`src/hdl/cmpc_cfg.svh`:
```
// Register offsets, field positions and reset values of the comparator control block.
`ifndef CMPC_CFG_SVH
`define CMPC_CFG_SVH
`define CMPC_OFS_CTRL_B 12'h000
`define CMPC_OFS_CSR 12'h004
`define CMPC_OFS_DIDR 12'h008
`define CMPC_OFS_MUXSEL 12'h00C
`define CMPC_OFS_CONVA 12'h010
`define CMPC_OFS_IRQ_STAT 12'h014
`define CMPC_OFS_IRQ_MASK 12'h018
`define CMPC_BIT_MUX_EN 6
`define CMPC_BIT_PWR_OFF 7
`define CMPC_BIT_BANDGAP 6
`define CMPC_BIT_RESULT 5
`define CMPC_BIT_FLAG 4
`define CMPC_BIT_IRQ_EN 3
`define CMPC_BIT_CAPTURE 2
`define CMPC_BIT_MODE_HI 1
`define CMPC_BIT_MODE_LO 0
`define CMPC_BIT_NEG_OFF 1
`define CMPC_BIT_POS_OFF 0
`define CMPC_BIT_CONV_EN 7
`define CMPC_RST_BYTE 8'h00
`define CMPC_RST_MODE 2'h0
`endif

```
`src/hdl/cmpc_pkg.sv`:
```
// Types shared by the comparator control block.
package cmpc_pkg;
  typedef logic [1:0] cmpc_mode_t;
  typedef logic [2:0] cmpc_chan_t;
  typedef logic [7:0] cmpc_byte_t;
  typedef enum logic [1:0] {
    CMPC_MODE_TOGGLE = 2'b00,
    CMPC_MODE_RSVD = 2'b01,
    CMPC_MODE_FALL = 2'b10,
    CMPC_MODE_RISE = 2'b11
  } cmpc_mode_e;
endpackage

```
`src/hdl/cmpc_comparator_control.sv`:
```
// Comparator control and status logic with an APB register slave.
//
// Added by the designer: the address map and register access over APB.
`timescale 1ns/1ps
`include "cmpc_cfg.svh"

// What this block does
// - Result bit is high when selected positive input exceeds selected negative input.
// - Raw comparator output is synchronised, giving one to two cycles latency.
// - Mode 00 toggle, 10 falling, 11 rising, 01 reserved.
// - Interrupt flag in bit 4 sets on a transition matching the mode.
// - Flag clears when the processor takes the comparator vector.
// - Writing one clears the flag; writing zero leaves it.
// - Interrupt requested only with flag, enable bit 3 and global enable set.
// - Disable bit 7 switches the comparator off, settable any time.
// - Bandgap select bit 6 picks the internal reference as positive input.
// - Capture enable bit 2 routes the result to the timer capture front end.
// - Mux enable with converter off selects channel 0..7 as negative input.
// - Pin buffer-off bits disable the buffer and read the pin bit as zero.
// - Converter enable bit marks the converter on; zero lends the mux.
module cmpc_comparator_control (
  // Clock and reset.
  input wire logic pclk,
  input wire logic presetn,
  // APB slave.
  input wire logic psel,
  input wire logic penable,
  input wire logic pwrite,
  input wire logic [11:0] paddr,
  input wire logic [31:0] pwdata,
  output logic [31:0] prdata,
  output logic pready,
  output logic pslverr,
  // Analog comparator and its input selection.
  input wire logic comparator_raw,
  output logic comparator_power_off,
  output logic bandgap_positive_select,
  output logic negative_from_mux,
  output cmpc_pkg::cmpc_chan_t negative_channel,
  // Pin digital input buffers.
  input wire logic cmp_positive_pin_in,
  input wire logic cmp_negative_pin_in,
  output logic positive_pin_buffer_off,
  output logic negative_pin_buffer_off,
  output logic cmp_positive_pin_read,
  output logic cmp_negative_pin_read,
  // Processor interrupt interface.
  input wire logic global_irq_enable,
  input wire logic irq_vector_taken,
  output logic comparator_irq_req,
  // Timer capture front end.
  output logic capture_route_enable,
  output logic capture_input,
  // Summary interrupt line.
  output logic irq
);
  import cmpc_pkg::*;

  cmpc_byte_t csr_q, csr_d;
  logic mux_en_q, mux_en_d;
  logic conv_en_q, conv_en_d;
  cmpc_chan_t chan_q, chan_d;
  logic pos_off_q, pos_off_d, neg_off_q, neg_off_d;
  logic sync1_q, sync1_d, sync2_q, sync2_d, prev_q, prev_d;
  logic stat_q, stat_d, mask_q, mask_d;
  logic wr, rd, mapped, rise, fall, event_hit;
  logic [31:0] rdata_d;

  // Bus strobes; the slave answers in the first access cycle.
  assign wr = psel && penable && pwrite;
  assign rd = psel && !penable && !pwrite;
  assign pready = 1'b1;
  assign mapped = (paddr == `CMPC_OFS_CTRL_B) || (paddr == `CMPC_OFS_CSR) ||
                  (paddr == `CMPC_OFS_DIDR) || (paddr == `CMPC_OFS_MUXSEL) ||
                  (paddr == `CMPC_OFS_CONVA) || (paddr == `CMPC_OFS_IRQ_STAT) ||
                  (paddr == `CMPC_OFS_IRQ_MASK);
  assign pslverr = psel && penable && !mapped;

  // Edge detection on the synchronised result, per the selected mode.
  assign rise = sync2_q && !prev_q;
  assign fall = !sync2_q && prev_q;
  always_comb begin
    unique case (cmpc_mode_e'(csr_q[`CMPC_BIT_MODE_HI:`CMPC_BIT_MODE_LO]))
      CMPC_MODE_TOGGLE: event_hit = rise || fall;
      CMPC_MODE_FALL: event_hit = fall;
      CMPC_MODE_RISE: event_hit = rise;
      CMPC_MODE_RSVD: event_hit = 1'b0;
    endcase
  end

  // Synchroniser; frozen while powered off so no edge can appear.
  always_comb begin
    sync1_d = sync1_q;
    sync2_d = sync2_q;
    prev_d = prev_q;
    if (!csr_q[`CMPC_BIT_PWR_OFF]) begin
      sync1_d = comparator_raw;
      sync2_d = sync1_q;
      prev_d = sync2_q;
    end
  end

  // Register file next state; hardware set beats software clear.
  always_comb begin
    csr_d = csr_q;
    mux_en_d = mux_en_q;
    conv_en_d = conv_en_q;
    chan_d = chan_q;
    pos_off_d = pos_off_q;
    neg_off_d = neg_off_q;
    mask_d = mask_q;
    stat_d = stat_q;
    if (wr) begin
      unique case (paddr)
        `CMPC_OFS_CTRL_B: mux_en_d = pwdata[`CMPC_BIT_MUX_EN];
        `CMPC_OFS_CSR: begin
          csr_d[`CMPC_BIT_PWR_OFF] = pwdata[`CMPC_BIT_PWR_OFF];
          csr_d[`CMPC_BIT_BANDGAP] = pwdata[`CMPC_BIT_BANDGAP];
          csr_d[`CMPC_BIT_IRQ_EN:`CMPC_BIT_MODE_LO] = pwdata[`CMPC_BIT_IRQ_EN:`CMPC_BIT_MODE_LO];
          if (pwdata[`CMPC_BIT_FLAG]) begin
            csr_d[`CMPC_BIT_FLAG] = 1'b0;
          end
        end
        `CMPC_OFS_DIDR: begin
          pos_off_d = pwdata[`CMPC_BIT_POS_OFF];
          neg_off_d = pwdata[`CMPC_BIT_NEG_OFF];
        end
        `CMPC_OFS_MUXSEL: chan_d = pwdata[2:0];
        `CMPC_OFS_CONVA: conv_en_d = pwdata[`CMPC_BIT_CONV_EN];
        `CMPC_OFS_IRQ_STAT: begin
          if (pwdata[0]) begin
            stat_d = 1'b0;
          end
        end
        `CMPC_OFS_IRQ_MASK: mask_d = pwdata[0];
        default: begin
        end
      endcase
    end
    if (irq_vector_taken) begin
      csr_d[`CMPC_BIT_FLAG] = 1'b0;
    end
    csr_d[`CMPC_BIT_RESULT] = 1'b0;
    if (event_hit && !csr_q[`CMPC_BIT_PWR_OFF]) begin
      csr_d[`CMPC_BIT_FLAG] = 1'b1;
      stat_d = 1'b1;
    end
  end

  // Read data is registered in the setup cycle, valid in the access cycle.
  always_comb begin
    rdata_d = prdata;
    if (rd) begin
      rdata_d = 32'h0000_0000;
      unique case (paddr)
        `CMPC_OFS_CTRL_B: rdata_d[`CMPC_BIT_MUX_EN] = mux_en_q;
        `CMPC_OFS_CSR: begin
          rdata_d[7:0] = csr_q;
          rdata_d[`CMPC_BIT_RESULT] = sync2_q;
        end
        `CMPC_OFS_DIDR: begin
          rdata_d[`CMPC_BIT_POS_OFF] = pos_off_q;
          rdata_d[`CMPC_BIT_NEG_OFF] = neg_off_q;
        end
        `CMPC_OFS_MUXSEL: rdata_d[2:0] = chan_q;
        `CMPC_OFS_CONVA: rdata_d[`CMPC_BIT_CONV_EN] = conv_en_q;
        `CMPC_OFS_IRQ_STAT: rdata_d[0] = stat_q;
        `CMPC_OFS_IRQ_MASK: rdata_d[0] = mask_q;
        default: rdata_d = 32'h0000_0000;
      endcase
    end
  end

  // All state registers.
  always_ff @(posedge pclk or negedge presetn) begin
    if (!presetn) begin
      csr_q <= `CMPC_RST_BYTE;
      mux_en_q <= 1'b0;
      conv_en_q <= 1'b0;
      chan_q <= 3'h0;
      pos_off_q <= 1'b0;
      neg_off_q <= 1'b0;
      sync1_q <= 1'b0;
      sync2_q <= 1'b0;
      prev_q <= 1'b0;
      stat_q <= 1'b0;
      mask_q <= 1'b0;
      prdata <= 32'h0000_0000;
    end else begin
      csr_q <= csr_d;
      mux_en_q <= mux_en_d;
      conv_en_q <= conv_en_d;
      chan_q <= chan_d;
      pos_off_q <= pos_off_d;
      neg_off_q <= neg_off_d;
      sync1_q <= sync1_d;
      sync2_q <= sync2_d;
      prev_q <= prev_d;
      stat_q <= stat_d;
      mask_q <= mask_d;
      prdata <= rdata_d;
    end
  end

  // Analog side controls and input routing.
  assign comparator_power_off = csr_q[`CMPC_BIT_PWR_OFF];
  assign bandgap_positive_select = csr_q[`CMPC_BIT_BANDGAP];
  assign negative_from_mux = mux_en_q && !conv_en_q;
  assign negative_channel = chan_q;
  // Pin buffers; a disabled buffer reads as zero.
  assign positive_pin_buffer_off = pos_off_q;
  assign negative_pin_buffer_off = neg_off_q;
  assign cmp_positive_pin_read = cmp_positive_pin_in && !pos_off_q;
  assign cmp_negative_pin_read = cmp_negative_pin_in && !neg_off_q;
  // Processor interrupt request needs flag, local and global enable.
  assign comparator_irq_req = csr_q[`CMPC_BIT_FLAG] && csr_q[`CMPC_BIT_IRQ_EN] &&
                              global_irq_enable;
  // Capture route; held low while disabled so no trigger leaks out.
  assign capture_route_enable = csr_q[`CMPC_BIT_CAPTURE];
  assign capture_input = csr_q[`CMPC_BIT_CAPTURE] && sync2_q &&
                         !csr_q[`CMPC_BIT_PWR_OFF];
  assign irq = stat_q && mask_q;
endmodule

```
`config.mk`:
```
export PLATFORM = sky130hd
export DESIGN_NAME = cmpc_comparator_control
export DESIGN_NICKNAME = d
export VERILOG_FILES = /design/src/hdl/cmpc_pkg.sv /design/src/hdl/cmpc_comparator_control.sv
export VERILOG_INCLUDE_DIRS = /design/src /design/src/hdl
export SDC_FILE = /design/constraint.sdc
export NUM_CORES = 1
export LEC_CHECK = 0
export ABC_AREA = 1
export BUFFER_PORTS_ARGS = -buffer_cell sky130_fd_sc_hd__buf_2
export CORE_ASPECT_RATIO = 1.4
export CORE_MARGIN = 2
export CORE_UTILIZATION = 40
export CTS_CLUSTER_SIZE = 14
export DETAILED_ROUTE_END_ITERATION = 7
export PLACE_DENSITY = 0.74
export SETUP_SLACK_MARGIN = 0.2
export SLEW_MARGIN = 30
export SYNTH_ARGS = -nofsm -noshare
export SYNTH_HDL_FRONTEND = slang
export SYNTH_SLANG_ARGS = --single-unit
```
`constraint.sdc`:
```
create_clock -name pclk -period 3 [get_ports pclk]
set_clock_uncertainty 0.1 [all_clocks]
set_input_delay 0.3 -clock pclk [delete_from_list [all_inputs] [get_ports pclk]]
set_output_delay 0.3 -clock pclk [all_outputs]
set_load 0.02 [all_outputs]
```
==> out/results.tsv <==
metric	value	unit
endpoints failing hold	0	
largest net degree at the start of global routing	28	
VDD IR-drop max	227.7	µV
flops & latches, synth	27	
core box area	4204	µm²
CTS Buffer Depth	2	
Max FO, Critical Path	4	
register area	675.6	µm²
Overall Global Routing Usage	0.1650	
nets@finish	345	
Synth Cell Area	1729	µm²
CTS tree	yes	
Largest register FFs	8	
Place WS	1.193	ns
iteration-0 DRC count of the detailed router	49	
post-route ant nets	0	
critical path class	in2out	
pwr/cell area	339.7	nW/µm²
initial antenna violation count	0	
multi-input logic area	820.8	µm²
Routed WL per cell	11.28	µm
via-per-instance ratio	4.619	
TNS Setup	0	ns
CTS Sinks	27	
Die W	59.57	µm
layout cell share with drive strength beyond 1	0.2465	
Mapped Cells	236	
synth warn	0	
CTS Buf Count	3	
fin crit period	1.793	ns
status	complete, no violations	
Resized Gates After CTS	0	
n_diodes	0	
Final Max Tran Viols	0	
Cell Area, Placed	1921	µm²
RSZ-0062 raised after global routing	false	
Die Y	81.80	µm
Largest Register	prdata	
period utilization	0.5976	
fin area	1979	µm²
first-pass GRT wire length	6210	µm
CP arrival	1.39	ns
startpoint types	input pin	
final setup fails	0	
Starting Density	0.4113	
1st-pass router iterations	4	
post-synthesis sequential area ratio	0.3907	
synth unique cells	23	
H-tree Lvls	1	
clk slew on worst S/H paths	0.10	ns
Final WS setup	1.207	ns
number of global-route vias before repair	1427	
I/O Pins	102	
setup bufs post-CTS	0	
via count	1538	
final wirelength	3756	µm
aggregate global routing overflow	0	
die area	4872	µm²
RePlAce Congestion	0.8162	
CTS Root Buffer Type	clkbuf_8	
Worst Tran Pin Value	0.5915	ns
IO Port Bufs	51	
slew margin rel.	0.6057	
DRC Markers	0	
synthesized area per cell	7.327	µm²
HP Class	in2reg	
LEAKAGE	1.148	nW
Clock Latency Late Sink	0.28	ns
Rows	28	
Min Hold Slack	0.1287	ns
Area growth syn-to-layout	14.47	%
FMAX	557.8	MHz
crit path capture type	output port	
# hold bufs at CTS	1	
max cap viols	0	
fillcell total	459	
Detailed Place HPWL	3005	µm
WP data required	2.60	ns
-- worst max-delay path, stage by stage --
cell	delay [ns]
buf_2	0.10
nor2_1	0.12
nand3_2	0.14
nor3_1	0.36
or2_2	0.17
nor2_1	0.04
buf_2	0.15
-- layout make-up --
type	count	area share
multi-input combinational	175	0.4147
tap	45	0.02844
clock inverter	1	0.003793
clock buffer	3	0.02086
timing repair buffer	52	0.1340
sequential	27	0.3413
inverter	30	0.05689
-- kinds of logic (layout without fill, tap and decap cells) --
logic type | Yosys count | count (layout) | synth area share
and+or+nand+nor | 123 | 123 | 0.3191
AOI/OAI and AO/OA | 25 | 25 | 0.08683
other | 2 | 25 | 0.004343
buffers and inverters | 57 | 86 | 0.1845
DFF | 27 | 27 | 0.3907
adders and majority gates | 2 | 2 | 0.01447
-- per-stage QoR --
step | instances | utilization | power [W]
after floorplan | 259 | - | 0.0004559
final | 333 | 0.4708 | 0.0006725
after global routing | 333 | 0.4708 | 0.0007002
after detailed placement | 328 | 0.4568 | 0.0004680
after CTS | 333 | 0.4708 | 0.0006786
after global placement | 328 | 0.4568 | 0.0004666
-- cell usage after synthesis --
cell / count / area share
nand3_2: 2 / 0.012
dfrtp_1: 27 / 0.39
nor3_1: 1 / 0.0029
nand2_4: 1 / 0.0065
buf_6: 1 / 0.0065
conb_1: 2 / 0.0043
nand4_1: 2 / 0.0072
inv_1: 28 / 0.061
buf_4: 26 / 0.11
inv_2: 2 / 0.0043
o21ai_2: 4 / 0.020
nor2_4: 4 / 0.026
nor2_1: 21 / 0.046
a21oi_1: 1 / 0.0029
o21bai_1: 1 / 0.0043
nor2_2: 2 / 0.0072
nand3_1: 21 / 0.061
o2111ai_1: 1 / 0.0051
o21ai_0: 17 / 0.049
nand2_1: 68 / 0.15
o32ai_1: 1 / 0.0051
ha_1: 2 / 0.014
or2_2: 1 / 0.0036
-- where the power goes --
group          total [W]  internal [W]  switching (W)
clock network   0.000211     0.0000944       0.000117
registers       0.000367      0.000365     0.00000152
logic          0.0000943     0.0000241      0.0000702
total           0.000672      0.000484       0.000189
-- layout by cell type (no fill, tap or decap), types with 2 or more instances in the layout --
| cell | netlist | layout |
|---|---|---|
| buf_2 | 0 | 51 |
| clkbuf_8 | 0 | 3 |
| conb_1 | 2 | 25 |
| dfrtp_1 | 27 | 27 |
| ha_1 | 2 | 2 |
| inv_1 | 28 | 28 |
| inv_2 | 2 | 2 |
| nand2_1 | 68 | 68 |
| nand3_1 | 21 | 21 |
| nand3_2 | 2 | 2 |
| nand4_1 | 2 | 2 |
| nor2_1 | 21 | 21 |
| nor2_2 | 2 | 2 |
| nor2_4 | 4 | 4 |
| o21ai_0 | 17 | 17 |
| o21ai_2 | 4 | 4 |
-- layer usage --
layer	GRT usage	wire length (µm)	up-vias
li1	-	-	789
met1	0.1950	1540	687
met2	0.3132	1963	58
met3	0.01102	206	4
met4	0.04667	45	0
met5	0	0	-
-- path summary, 6_finish.rpt --
kind	startpoint	endpoint	slack [ns]	cells past startpoint
min in group asynchronous	presetn	csr_q[4]	0.45	2
hold reg to reg	csr_q[3]	prdata[3]	0.39	2
setup reg to reg	sync2_q	csr_q[4]	1.61	5
setup / recovery	paddr[7]	pslverr	1.21	7
max in group asynchronous	presetn	mask_q	1.95	2
hold / removal	pwdata[3]	csr_q[3]	0.13	3
Note: power is estimated with default switching activity, not from simulation.
